--- src/srs_pkg.sv ---
// shared constants, codes and carrier types for the step reference sequencer
package srs_pkg;

  localparam int STEPS = 16;
  localparam int IDX_W = 4;
  localparam int REF_W = 11;
  localparam int DUR_W = 16;
  localparam int FREQ_W = 16;
  localparam int VOLT_W = 16;
  localparam int PROD_W = 27;

  // references are signed permille: 1000 is 100.0 %
  localparam logic signed [REF_W-1:0] REF_MAX = 11'sh3e8;
  localparam logic signed [REF_W-1:0] REF_MIN = -11'sh3e8;
  localparam logic signed [REF_W-1:0] REF_RESET = 11'sh000;
  localparam logic [PROD_W-1:0] PERMILLE_DIV = 27'h00003e8;

  localparam logic [IDX_W-1:0] LAST_STEP = 4'hf;
  localparam logic [IDX_W-1:0] FIRST_STEP = 4'h0;
  localparam logic [DUR_W-1:0] ELAPSED_RESET = 16'h0000;
  localparam logic [FREQ_W-1:0] UPDOWN_STEP = 16'h0001;

  // step time base: durations count tenths of the selected unit
  localparam longint CLK_PERIOD_PS = 5000;
  localparam longint TENTH_SEC_PS = 64'h17_4876_e800;
  localparam int TENTH_SEC_CYCLES = int'(TENTH_SEC_PS / CLK_PERIOD_PS);
  localparam int SEC_PER_HOUR = 3600;
  localparam int TENTHS_SEC_PER_TENTH_HOUR = SEC_PER_HOUR;

  typedef enum logic [1:0] {
    SRS_END_STOP = 2'h0,
    SRS_END_HOLD = 2'h1,
    SRS_END_REPEAT = 2'h2
  } srs_end_mode_t;

  typedef enum logic [2:0] {
    SRS_SRC_STORED = 3'h0,
    SRS_SRC_AIN1 = 3'h1,
    SRS_SRC_AIN2 = 3'h2,
    SRS_SRC_AIN3 = 3'h3,
    SRS_SRC_PULSE = 3'h4,
    SRS_SRC_REGULATOR = 3'h5,
    SRS_SRC_PRESET_UPDOWN = 3'h6
  } srs_src_t;

  typedef enum logic [1:0] {
    SRS_DEST_FREQ = 2'h0,
    SRS_DEST_VOLT = 2'h1,
    SRS_DEST_PID = 2'h2
  } srs_dest_t;

  typedef enum logic [2:0] {
    SRS_IDLE = 3'h1,
    SRS_RUN = 3'h2,
    SRS_HOLD = 3'h4
  } srs_state_t;

  typedef struct packed {
    logic signed [REF_W-1:0] ref_val;
    logic [DUR_W-1:0] run_dur;
    logic [1:0] ramp_sel;
  } srs_step_cfg_t;

  typedef struct packed {
    logic on_stop;
    logic on_power;
  } srs_retain_t;

  typedef struct packed {
    logic [IDX_W-1:0] step;
    logic [DUR_W-1:0] elapsed;
  } srs_pos_t;

  localparam srs_pos_t POS_RESET = '{step: 4'h0, elapsed: 16'h0000};

endpackage : srs_pkg

--- src/srs_tick.sv ---
// time base: one pulse per tenth of a second or per tenth of an hour
`timescale 1ns/1ps
module srs_tick #(
  parameter int TENTH_CYCLES = srs_pkg::TENTH_SEC_CYCLES,
  parameter int HOUR_FACTOR = srs_pkg::TENTHS_SEC_PER_TENTH_HOUR
) (
  input wire logic clock,
  input wire logic rstn,
  input wire logic clear,
  input wire logic unit_hours,
  output logic tick
);

  localparam int CW = $clog2(TENTH_CYCLES + 1);
  localparam int HW = $clog2(HOUR_FACTOR + 1);

  logic [CW-1:0] cyc_q;
  logic [CW-1:0] cyc_d;
  logic [HW-1:0] hr_q;
  logic [HW-1:0] hr_d;
  logic tick_q;
  logic tick_d;
  logic sec_tick;

  always_comb
  begin
    cyc_d = cyc_q + CW'(1);
    sec_tick = 1'b0;
    hr_d = hr_q;
    if (cyc_q == CW'(TENTH_CYCLES - 1))
    begin
      cyc_d = '0;
      sec_tick = 1'b1;
    end
    if (sec_tick)
    begin
      hr_d = (hr_q == HW'(HOUR_FACTOR - 1)) ? '0 : hr_q + HW'(1);
    end
    // restart the phase so a resumed step never loses or gains a partial tenth
    if (clear)
    begin
      cyc_d = '0;
      hr_d = '0;
    end
    tick_d = !clear && sec_tick && (!unit_hours || hr_q == HW'(HOUR_FACTOR - 1));
  end

  always_ff @(posedge clock or negedge rstn)
  begin
    if (!rstn)
    begin
      cyc_q <= '0;
      hr_q <= '0;
      tick_q <= 1'b0;
    end
    else
    begin
      cyc_q <= cyc_d;
      hr_q <= hr_d;
      tick_q <= tick_d;
    end
  end

  assign tick = tick_q;

endmodule : srs_tick

--- src/srs_sequencer.sv ---
// step reference sequencer: sixteen relative references played as a timed sequence
`timescale 1ns/1ps
module srs_sequencer #(
  parameter int TENTH_CYCLES = srs_pkg::TENTH_SEC_CYCLES,
  parameter int HOUR_FACTOR = srs_pkg::TENTHS_SEC_PER_TENTH_HOUR,
  parameter int STEPS = srs_pkg::STEPS
) (
  input wire logic clock,
  input wire logic rstn,
  input srs_pkg::srs_step_cfg_t step_cfg [STEPS],
  input wire logic [1:0] sequence_end_mode,
  input srs_pkg::srs_retain_t sequence_retention_select,
  input wire logic step_time_unit,
  input wire logic [2:0] reference0_source_select,
  input wire logic [1:0] setpoint_dest,
  input wire logic sequence_enable,
  input wire logic signed [srs_pkg::REF_W-1:0] analogue_input_one,
  input wire logic signed [srs_pkg::REF_W-1:0] analogue_input_two,
  input wire logic signed [srs_pkg::REF_W-1:0] analogue_input_three,
  input wire logic signed [srs_pkg::REF_W-1:0] pulse_input_ref,
  input wire logic signed [srs_pkg::REF_W-1:0] regulator_output_ref,
  input wire logic [srs_pkg::FREQ_W-1:0] preset_frequency,
  input wire logic [srs_pkg::FREQ_W-1:0] max_frequency,
  input wire logic [srs_pkg::VOLT_W-1:0] rated_motor_voltage,
  input wire logic [srs_pkg::IDX_W-1:0] digital_input_terminal,
  input wire logic up_terminal,
  input wire logic down_terminal,
  input wire logic run_start,
  input wire logic stop_cmd,
  input srs_pkg::srs_pos_t saved_pos,
  output logic [srs_pkg::FREQ_W-1:0] freq_setpoint,
  output logic reverse,
  output logic [srs_pkg::VOLT_W-1:0] volt_setpoint,
  output logic signed [srs_pkg::REF_W-1:0] pid_setpoint,
  output logic [1:0] ramp_set,
  output logic [srs_pkg::IDX_W-1:0] active_index,
  output logic running,
  output logic cycle_done,
  output srs_pkg::srs_pos_t live_pos
);

  localparam int IW = srs_pkg::IDX_W;
  localparam int RW = srs_pkg::REF_W;
  localparam int FW = srs_pkg::FREQ_W;
  localparam int PW = srs_pkg::PROD_W;

  // ---------------- pin synchronisers and up/down edges
  logic [IW+1:0] pin_meta_q;
  logic [IW+1:0] pin_sync_q;
  logic [1:0] ud_prev_q;
  logic [IW-1:0] di_idx;
  logic up_edge;
  logic down_edge;

  always_ff @(posedge clock or negedge rstn)
  begin
    if (!rstn)
    begin
      pin_meta_q <= '0;
      pin_sync_q <= '0;
      ud_prev_q <= '0;
    end
    else
    begin
      pin_meta_q <= {up_terminal, down_terminal, digital_input_terminal};
      pin_sync_q <= pin_meta_q;
      ud_prev_q <= pin_sync_q[IW+1:IW];
    end
  end

  assign di_idx = pin_sync_q[IW-1:0];
  assign up_edge = pin_sync_q[IW+1] && !ud_prev_q[1];
  assign down_edge = pin_sync_q[IW] && !ud_prev_q[0];

  // ---------------- reference clamping, one per step
  logic signed [RW-1:0] ref_clamped [STEPS];

  genvar g;
  generate
    for (g = 0; g < STEPS; g++)
    begin : g_clamp
      assign ref_clamped[g] = (step_cfg[g].ref_val > srs_pkg::REF_MAX) ? srs_pkg::REF_MAX :
                              (step_cfg[g].ref_val < srs_pkg::REF_MIN) ? srs_pkg::REF_MIN :
                              step_cfg[g].ref_val;
    end
  endgenerate

  // ---------------- preset frequency with up/down trim
  logic signed [FW:0] trim_q;
  logic signed [FW:0] trim_d;
  logic [FW+1:0] preset_sum;
  logic [FW-1:0] preset_adj;

  always_comb
  begin
    trim_d = trim_q;
    if (up_edge && !down_edge)
    begin
      trim_d = trim_q + $signed({1'b0, srs_pkg::UPDOWN_STEP});
    end
    else if (down_edge && !up_edge)
    begin
      trim_d = trim_q - $signed({1'b0, srs_pkg::UPDOWN_STEP});
    end
    // keep the trim within plus or minus max_frequency, so it cannot wind up without limit
    if (trim_d > $signed({1'b0, max_frequency}))
    begin
      trim_d = $signed({1'b0, max_frequency});
    end
    else if (trim_d < -$signed({1'b0, max_frequency}))
    begin
      trim_d = -$signed({1'b0, max_frequency});
    end
    preset_sum = FW'(0) + (FW+2)'($signed({2'b00, preset_frequency}) + (FW+2)'(trim_q));
    if (preset_sum[FW+1])
    begin
      preset_adj = '0;
    end
    else if (preset_sum[FW:0] > {1'b0, max_frequency})
    begin
      preset_adj = max_frequency;
    end
    else
    begin
      preset_adj = preset_sum[FW-1:0];
    end
  end

  always_ff @(posedge clock or negedge rstn)
  begin
    if (!rstn)
    begin
      trim_q <= '0;
    end
    else
    begin
      trim_q <= trim_d;
    end
  end

  // ---------------- step time base
  logic tick;

  srs_tick #(
    .TENTH_CYCLES(TENTH_CYCLES),
    .HOUR_FACTOR(HOUR_FACTOR)
  ) u_tick (
    .clock(clock),
    .rstn(rstn),
    .clear(run_start),
    .unit_hours(step_time_unit),
    .tick(tick)
  );

  // ---------------- sequence state machine
  srs_pkg::srs_state_t state_q;
  srs_pkg::srs_state_t state_d;
  srs_pkg::srs_pos_t pos_q;
  srs_pkg::srs_pos_t pos_d;
  logic powerup_q;
  logic powerup_d;
  logic done_q;
  logic done_d;
  logic step_over;

  always_comb
  begin
    state_d = state_q;
    pos_d = pos_q;
    powerup_d = powerup_q;
    done_d = 1'b0;
    step_over = pos_q.elapsed >= step_cfg[pos_q.step].run_dur;
    unique case (state_q)
      srs_pkg::SRS_IDLE:
      begin
        if (run_start)
        begin
          state_d = srs_pkg::SRS_RUN;
          powerup_d = 1'b0;
          if (powerup_q)
          begin
            pos_d = sequence_retention_select.on_power ? saved_pos : srs_pkg::POS_RESET;
          end
          else if (!sequence_retention_select.on_stop)
          begin
            pos_d = srs_pkg::POS_RESET;
          end
        end
      end
      srs_pkg::SRS_RUN:
      begin
        if (stop_cmd)
        begin
          state_d = srs_pkg::SRS_IDLE;
        end
        else if (step_over && pos_q.step == srs_pkg::LAST_STEP)
        begin
          done_d = 1'b1;
          if (sequence_end_mode == srs_pkg::SRS_END_HOLD)
          begin
            state_d = srs_pkg::SRS_HOLD;
          end
          else if (sequence_end_mode == srs_pkg::SRS_END_REPEAT)
          begin
            pos_d = srs_pkg::POS_RESET;
          end
          else
          begin
            // unused code 3 behaves as stop
            state_d = srs_pkg::SRS_IDLE;
            pos_d = srs_pkg::POS_RESET;
          end
        end
        else if (step_over)
        begin
          pos_d.step = pos_q.step + IW'(1);
          pos_d.elapsed = srs_pkg::ELAPSED_RESET;
        end
        else if (tick)
        begin
          pos_d.elapsed = pos_q.elapsed + srs_pkg::DUR_W'(1);
        end
      end
      srs_pkg::SRS_HOLD:
      begin
        if (stop_cmd)
        begin
          state_d = srs_pkg::SRS_IDLE;
        end
      end
      default:
      begin
        state_d = srs_pkg::SRS_IDLE;
        pos_d = srs_pkg::POS_RESET;
      end
    endcase
  end

  always_ff @(posedge clock or negedge rstn)
  begin
    if (!rstn)
    begin
      state_q <= srs_pkg::SRS_IDLE;
      pos_q <= srs_pkg::POS_RESET;
      powerup_q <= 1'b1;
      done_q <= 1'b0;
    end
    else
    begin
      state_q <= state_d;
      pos_q <= pos_d;
      powerup_q <= powerup_d;
      done_q <= done_d;
    end
  end

  // ---------------- setpoint output stage
  logic [FW-1:0] freq_q;
  logic [FW-1:0] freq_d;
  logic rev_q;
  logic rev_d;
  logic [srs_pkg::VOLT_W-1:0] volt_q;
  logic [srs_pkg::VOLT_W-1:0] volt_d;
  logic signed [RW-1:0] pid_q;
  logic signed [RW-1:0] pid_d;
  logic [1:0] ramp_q;
  logic [1:0] ramp_d;
  logic [IW-1:0] idx_q;
  logic [IW-1:0] idx_d;
  logic run_q;
  logic run_d;
  logic signed [RW-1:0] sel_ref;
  logic [RW-2:0] sel_mag;
  logic [PW-1:0] freq_prod;
  logic [PW-1:0] volt_prod;
  logic use_preset;

  always_comb
  begin
    idx_d = sequence_enable ? pos_q.step : di_idx;
    run_d = sequence_enable ? (state_q != srs_pkg::SRS_IDLE) : 1'b1;
    use_preset = 1'b0;
    sel_ref = ref_clamped[idx_d];
    if (idx_d == srs_pkg::FIRST_STEP)
    begin
      unique case (reference0_source_select)
        srs_pkg::SRS_SRC_AIN1: sel_ref = analogue_input_one;
        srs_pkg::SRS_SRC_AIN2: sel_ref = analogue_input_two;
        srs_pkg::SRS_SRC_AIN3: sel_ref = analogue_input_three;
        srs_pkg::SRS_SRC_PULSE: sel_ref = pulse_input_ref;
        srs_pkg::SRS_SRC_REGULATOR: sel_ref = regulator_output_ref;
        srs_pkg::SRS_SRC_PRESET_UPDOWN:
        begin
          sel_ref = srs_pkg::REF_RESET;
          use_preset = 1'b1;
        end
        default: sel_ref = ref_clamped[0];
      endcase
      // outside sources are bounded the same way as stored values
      if (sel_ref > srs_pkg::REF_MAX)
      begin
        sel_ref = srs_pkg::REF_MAX;
      end
      else if (sel_ref < srs_pkg::REF_MIN)
      begin
        sel_ref = srs_pkg::REF_MIN;
      end
    end
    // magnitude is at most 1000 after the clamp, so it fits one bit narrower
    sel_mag = sel_ref[RW-1] ? (RW-1)'(-sel_ref) : sel_ref[RW-2:0];
    freq_prod = PW'(sel_mag) * PW'(max_frequency);
    volt_prod = PW'(sel_mag) * PW'(rated_motor_voltage);
    freq_d = use_preset ? preset_adj : FW'(freq_prod / srs_pkg::PERMILLE_DIV);
    rev_d = sel_ref[RW-1];
    volt_d = srs_pkg::VOLT_W'(volt_prod / srs_pkg::PERMILLE_DIV);
    pid_d = sel_ref;
    ramp_d = step_cfg[idx_d].ramp_sel;
    // one destination at a time; the unused setpoints rest at zero
    unique case (setpoint_dest)
      srs_pkg::SRS_DEST_FREQ:
      begin
        volt_d = '0;
        pid_d = '0;
      end
      srs_pkg::SRS_DEST_VOLT:
      begin
        freq_d = '0;
        rev_d = 1'b0;
        pid_d = '0;
      end
      default:
      begin
        freq_d = '0;
        rev_d = 1'b0;
        volt_d = '0;
      end
    endcase
    if (!run_d)
    begin
      freq_d = '0;
      volt_d = '0;
      rev_d = rev_q;
    end
  end

  always_ff @(posedge clock or negedge rstn)
  begin
    if (!rstn)
    begin
      freq_q <= '0;
      rev_q <= 1'b0;
      volt_q <= '0;
      pid_q <= srs_pkg::REF_RESET;
      ramp_q <= '0;
      idx_q <= '0;
      run_q <= 1'b0;
    end
    else
    begin
      freq_q <= freq_d;
      rev_q <= rev_d;
      volt_q <= volt_d;
      pid_q <= pid_d;
      ramp_q <= ramp_d;
      idx_q <= idx_d;
      run_q <= run_d;
    end
  end

  assign freq_setpoint = freq_q;
  assign reverse = rev_q;
  assign volt_setpoint = volt_q;
  assign pid_setpoint = pid_q;
  assign ramp_set = ramp_q;
  assign active_index = idx_q;
  assign running = run_q;
  assign cycle_done = done_q;
  assign live_pos = pos_q;

endmodule : srs_sequencer

--- config.mk ---
export PLATFORM = sky130hd
export DESIGN_NAME = srs_sequencer
export DESIGN_NICKNAME = d
export VERILOG_FILES = /design/src/srs_pkg.sv /design/src/srs_tick.sv /design/src/srs_sequencer.sv
export SDC_FILE = /design/constraint.sdc
export NUM_CORES = 2
export LEC_CHECK = 0
export BUFFER_PORTS_ARGS = -buffer_cell sky130_fd_sc_hd__buf_2
export CAP_MARGIN = 20
export CORE_MARGIN = 4
export CORE_UTILIZATION = 55
export CTS_BUF_LIST = sky130_fd_sc_hd__clkbuf_4 sky130_fd_sc_hd__clkbuf_8
export DETAILED_ROUTE_END_ITERATION = 10
export GPL_ROUTABILITY_DRIVEN = 1
export GPL_TIMING_DRIVEN = 1
export MAX_ROUTING_LAYER = met4
export PLACE_DENSITY_LB_ADDON = 0.15
export SLEW_MARGIN = 0
export SYNTH_ARGS = -nofsm -noshare
export SYNTH_HDL_FRONTEND = slang
export SYNTH_SLANG_ARGS = --single-unit
--- constraint.sdc ---
create_clock -name clock -period 25.4 [get_ports clock]
set_clock_uncertainty 0.1 [all_clocks]
set_input_delay 0 -clock clock [delete_from_list [all_inputs] [get_ports clock]]
set_output_delay 0 -clock clock [all_outputs]
set_load 0.05 [all_outputs]
# After elaboration in Yosys (flattened, before gate mapping)
# Index checks and enable logic that the tools add are counted.
# classes
mux,91
n_lt_le_gt_ge,40
n_bitwise,3
mul,2
reduce_logical,22
n_div,2
n_eq_ne,25
add_sub_neg,9
# ops
operator,count
$mux 11,39
$bmux 29 s4,2
$gt 11x11->1 const B,17
$lt 11x11->1 const B,17
$mux 16,9
$mux 20,7
$mux 17,4
$pmux 11 s6,1
$pmux 20 s3,1
$div 26x10->27 const B,2
$mul 10x16->26,2
$mux 25,2
$bmux 11 s4,1
$mux 12,3
$mux 18,2
$add 25x1->25 const B,1
$eq 25x25->1 const B,1
$add 17x17->18,1
$mux 3,6
$add 17x2->17 const B,1
$gt 17x16->1,1
$gt 17x17->1,1
$lt 17x17->1,1
$neg 16->17,1
other kinds (36),71
# totals
elab_cells,213
register_bits,145

# Longest topological paths before layout
# logic_depth
word_depth,16
ltp_mapped,86
ltp_nobuf,76

# Cells and area by module
# A second synthesis with hierarchy kept.
# hier_totals
cells_unflattened,4548
hier_area_um2,35708.0
# modules_own_cells
module,area_per_inst_um2,cells_per_inst,n_inst
srs_sequencer,33599.7,4324,1
srs_tick,2108.3,224,1

# Least setup slack after synthesis
# No wires, ideal clock.
# synth_path
kind,input to register
startpoint,in step_cfg[457] (netlist bit)
endpoint,"reg freq_q[0], in the netlist freq_setpoint[0]"
setup_time_ns,0.082
arrival_time_ns,19.150
cell_stages,70
slack_ns,6.068
cell_sequence,a211o_1 o41ai_1 ha_1 nor2_1 a21oi_1 o22ai_1 o21ai_0 a2111oi_0 nor2_1 a221o_1 or3_1 or3b_2 or3b_2 o31ai_1 xor2_1 clkbuf_1 nand2_1 fa_1 [... 34 more ...] a31oi_2 xnor2_2 mux2i_1 o31ai_1 or2_1 a21oi_2 a21oi_2 maj3_1 mux2i_1 xnor2_1 o2111a_1 a21oi_2 or3_1 a41o_1 nor3_2 nor2_1 a211o_1 o22ai_1
# synth_via
elab_chain_len,16
word_cells_on_any_way,21
classes_between,add/sub (1); mul (1); div (1); order compare (4); mux (14)
# synth_lines
element,line,rtl
from (decl),srs_sequencer.sv:10,"input srs_pkg::srs_step_cfg_t step_cfg [STEPS],"
$lt 11x11->1,srs_sequencer.sv:83,(step_cfg[g].ref_val < srs_pkg::REF_MIN) ? srs_pkg::REF_MIN :
$mux 11,srs_sequencer.sv:83,
$mux 11 (*),srs_sequencer.sv:82,assign ref_clamped[g] = (step_cfg[g].ref_val > srs_pkg::REF_MAX) ? srs_pkg::REF_MAX :
$pmux 11 s6,srs_sequencer.sv:286,unique case (reference0_source_select)
$mux 11,srs_sequencer.sv:284,if (idx_d == srs_pkg::FIRST_STEP)
$lt 11x11->1,srs_sequencer.sv:304,else if (sel_ref < srs_pkg::REF_MIN)
$mux 11,srs_sequencer.sv:304,
$mux 11,srs_sequencer.sv:300,if (sel_ref > srs_pkg::REF_MAX)
$mux 11 (*),srs_sequencer.sv:284,
$neg 10->10,srs_sequencer.sv:310,sel_mag = sel_ref[RW-1] ? (RW-1)'(-sel_ref) : sel_ref[RW-2:0];
$mux 10 (*),srs_sequencer.sv:310,
$mul 10x16->26 (*),srs_sequencer.sv:311,freq_prod = PW'(sel_mag) * PW'(max_frequency);
$div 26x10->27 (*),srs_sequencer.sv:313,freq_d = use_preset ? preset_adj : FW'(freq_prod / srs_pkg::PERMILLE_DIV);
$mux 16 (*),srs_sequencer.sv:313,
$mux 16 (*),srs_sequencer.sv:319,unique case (setpoint_dest)
$mux 16 (*),srs_sequencer.sv:338,if (!run_d)
via freq_d[0],srs_sequencer.sv:259,logic [FW-1:0] freq_d;
to (signal assigned),srs_sequencer.sv:360,freq_q <= freq_d;
to (decl),srs_sequencer.sv:258,logic [FW-1:0] freq_q;
# Mark *: on every way through the listed nets, which the timed path passes. The rest lies on a longest branch. The select of a mux whose other input is x is not followed.
# A chain may end at the register's enable or synchronous reset.

# Final worst setup path
# layout_path
startpoint,"reg pos_q, in the netlist live_pos[16]"
endpoint,"reg volt_q, in the netlist volt_setpoint[0]"
# layout_via
elab_chain_len,12
word_cells_on_any_way,13
classes_between,add/sub (1); mul (1); div (1); mux (8); bitwise (1); reduce/logical (1)
# layout_lines
element,line,rtl
from (decl),srs_sequencer.sv:158,srs_pkg::srs_pos_t pos_q;
from (signal assigned),srs_sequencer.sv:244,pos_q <= srs_pkg::POS_RESET;
from (signal assigned),srs_sequencer.sv:251,pos_q <= pos_d;
$mux 4 (*),srs_sequencer.sv:280,idx_d = sequence_enable ? pos_q.step : di_idx;
$not 4->5 (not written as such),srs_sequencer.sv:283,sel_ref = ref_clamped[idx_d];
$bmux 11 s4,srs_sequencer.sv:283,
$mux 11 (not written as such) (2 in a row),srs_sequencer.sv:283,
$mux 11 (*),srs_sequencer.sv:284,
$neg 10->10,srs_sequencer.sv:310,
$mux 10 (*),srs_sequencer.sv:310,
$mul 10x16->26 (*),srs_sequencer.sv:312,volt_prod = PW'(sel_mag) * PW'(rated_motor_voltage);
$div 26x10->27 (*),srs_sequencer.sv:315,volt_d = srs_pkg::VOLT_W'(volt_prod / srs_pkg::PERMILLE_DIV);
$mux 16 (*),srs_sequencer.sv:319,
$mux 16 (*),srs_sequencer.sv:338,
via volt_d (one bit),srs_sequencer.sv:263,logic [srs_pkg::VOLT_W-1:0] volt_d;
to (signal assigned),srs_sequencer.sv:362,volt_q <= volt_d;
to (decl),srs_sequencer.sv:262,logic [srs_pkg::VOLT_W-1:0] volt_q;
# Marks and branches as above.

==> metrics.txt <==
run status complete, but fails checks; failing checks hold timing, slew limit; WP data required ~26 ns; CP Buf/Inv Count 9; area grow syn2layout 15.65%; GRT busiest layer met2; Initial Utilization 0.5578; fin worst setup slack roughly 2.3 ns; IO Count around 700; GRT overflow 0; first-pass GRT wire length 228500 microns; syn_area_per_cell between 7 and 8 sq um; dpl cell area ~0.039 sq mm; H-tree Lvls 4; RSZ-0062 raised after global routing no; Iter 0 DRT Violations ~4400; register bit total from synthesis approximately 150; Post-synth EDFFs 0; WS Path Type flop to flop; Clock Sinks 145; max-slew violation count 1; FF-to-FF Start live_pos[16]$_DFFE_PN0P_; row cnt ~90; placed wire-length estimate 116700 microns; WHS -0.01420 ns; Post-Route WL ~150000 microns; post-synthesis mux area share 0.06239; Primary FF master, synth dfrtp_1; CP max stage delay approximately 0.83 ns; top cells by area, synth fa_1 (13%), dfrtp_1 (10%), ha_1 (8.0%), nand2_1 (4.5%), a21oi_1 (4.3%); clock buffer depth 2; GRT Util Overall 0.4494; final instance area a little over 0.04 sq mm; MaxCap Viol Count 0; XOR/XNOR share of the synthesized area 0.04698; clock latency on the worst-skew pair 0.58 ns; ANT nets after route 0; nets@finish 6299; Port Buffer Count about 680; Seq/Total Area, Yosys 0.1028; main combinational cell family by area after synthesis compound AO/OA/AOI/OAI gates; Worst-Margin Slew 1.610 ns; layout cells sized above 1 0.1882; crit path from live_pos[16]$_DFFE_PN0P_; HP Class input port to async pin; delay-heaviest family, CP compound AO/OA/AOI/OAI gates; RD Place Congestion around 1.1; Ys Warns 0; clock root cell clkbuf_8; Synth Area in Compound Gates 0.2713; simple-gate share of the synthesized area 0.2449; Die Height approximately 260 microns; clock period minus worst slack 23.06 ns; Final setup viols 0; adder-cell area share of the yosys netlist 0.2077; Final period util 0.9077; met3 Track Usage GR 0.1692; met1 Use GR 0.5023; largest net degree at the start of global routing 100; WP data arrival about 23 ns; initial antenna violation count 81; startpoint types flop; GR Util met2 0.6535; total die area 0.06833 sq mm; Fmax achieved 43.37 MHz; Inserted Clock Buffers 17; vias per cell about 6.5; slew margin rel. -0.07305; most used cell, CP fa_1; post-synth net total 5688; CTS tree built; via count between 40000 and 50000; post-synthesis cell count 4632; Fin. Hold Viols 5; TNS Setup 0 ns; Post-Syn Area 0.03532 sq mm; core area between 0.06 and 0.07 sq mm; DRT Pass-1 Iters 7; critical path endpoint category flop; ys async rst share 1.000; CP max stage cell xnor2_1; die width approximately 260 microns; wire per inst roughly 24 microns; post-synthesis cell type count about 130; worst slack, placed approximately 2.9 ns; share of the synthesized area in the top cell type 0.1253; top cell type by total area after synthesis fa_1; CTS clk-pin slew, worst paths between 0.1 and 0.15 ns; number of remaining DRC errors 0; vias in the first global route 38440; critical path peak fanout 37
## synthesized netlist by cell type (36+ instances only)
library cell / n
nor2_1: 380
mux2i_1: 111
o21ai_0: 229
nand2_1: 427
dfrtp_1: 143
nor2b_1: 64
clkbuf_1: 162
a21oi_1: 303
a31oi_1: 55
nor3_1: 128
xor2_1: 52
xnor2_1: 130
nand2b_1: 46
o221ai_1: 36
o22ai_1: 65
a21o_1: 48
a221oi_1: 54
inv_1: 363
or3_1: 67
and3_1: 72
fa_1: 221
and2_1: 182
nand4_1: 54
o211ai_1: 57
nand3_1: 148
ha_1: 227
## area by class of cell
type                    count  area (sq um)
diodes                     85         212.7
clock buffers              17         234.0
clock inverters            15         196.4
fillers                  5723         22470
inverters                 368          1381
multi-input cells        3902         29580
flip-flops and latches    145          3636
well taps                 846          1059
repair buffers            809          4551
## worst reg2reg max path: cells and delay by family (launching register included)
| kind | cells | cell delay (ns) |
|---|---|---|
| flops | 1 | 0.71 |
| xor+xnor | 3 | 1.34 |
| compound gates | 31 | 10.17 |
| fa+ha+maj | 6 | 3.06 |
| simple gates | 18 | 5.18 |
| buf+inv | 9 | 1.89 |
| mux | 2 | 0.47 |
## state kept, by name, indices dropped and copies added (netlist names), 2 cells and up
register	cells
freq_setpoint	16
u_tick.hr_q	12
ramp_set	2
trim_q	17
volt_setpoint	16
pin_meta_q	6
pid_setpoint	11
ud_prev_q	2
active_index	4
live_pos	20
state_q	3
u_tick.cyc_q	25
pin_sync_q	6
## cells in the final DEF, fill, tap and decap left out, types with 29 or more instances in the layout
master and n:
nand4_1 54, nor2_1 378, diode_2 85, or3_1 67, nor2b_1 64, mux4_2 32, a21o_1 48, o31ai_1 34
nand2b_1 46, or2_2 34, nor3_1 126, and3_1 72, a31oi_1 55, xnor2_1 126, a21oi_1 303, o221ai_1 36
dfrtp_1 141, dlygate4sd3_1 67, mux2i_1 106, o22ai_1 65, ha_1 227, xor2_1 48, a221oi_1 52, o211ai_1 57
mux2_2 31, buf_4 59, nand2_1 427, o41ai_1 34, o21ai_0 228, inv_1 363, and2_1 182, a211oi_1 33
nand3_1 148, o21a_1 29, fa_1 221, buf_2 679
## path summary, 6_finish.rpt
kind | cells after the start | slack, ns | end
max in group asynchronous | 3 | 23.87 | volt_setpoint[1]$_DFF_PN0_
max | 69 | 2.34 | volt_setpoint[0]$_DFF_PN0_
min reg2reg | 0 | 0.26 | pin_sync_q[1]$_DFF_PN0_
min | 2 | -0.01 | live_pos[16]$_DFFE_PN0P_
min in group clock | 7 | 0.09 | pid_setpoint[8]$_DFF_PN0_
max reg2reg | 69 | 2.34 | volt_setpoint[0]$_DFF_PN0_
## per-layer routing
metal	share of wire	vias to the layer above
li1	-	18320
met1	0.36	19210
met2	0.44	2248
met3	0.11	550
met4	0.091	0
met5	0	-
## metrics by stage
step,instances,util
finish,6187,0.6452
CTS,6095,0.6408
global route,6179,0.6448
global placement,5996,0.6234
floorplan,4632,-
detailed placement,5996,0.6234
## cell families after synthesis
family          after synthesis
xor+xnor                    186
buf+inv                     585
fa+ha+maj                   455
simple gates               1721
compound gates             1365
mux                         175
flops                       145
## timing repair
| action | 4_1_cts | 5_1_grt |
|---|---|---|
| setup buffers | 0 | 0 |
| gates resized for setup | 0 | 0 |
| endpoints found under the hold margin | 202 | 0 |
| hold buffers | 67 | 0 |
Power is left out: the tool's default activity adds up to more than one toggle a clock period on the data nets, which glitch-free logic cannot reach.
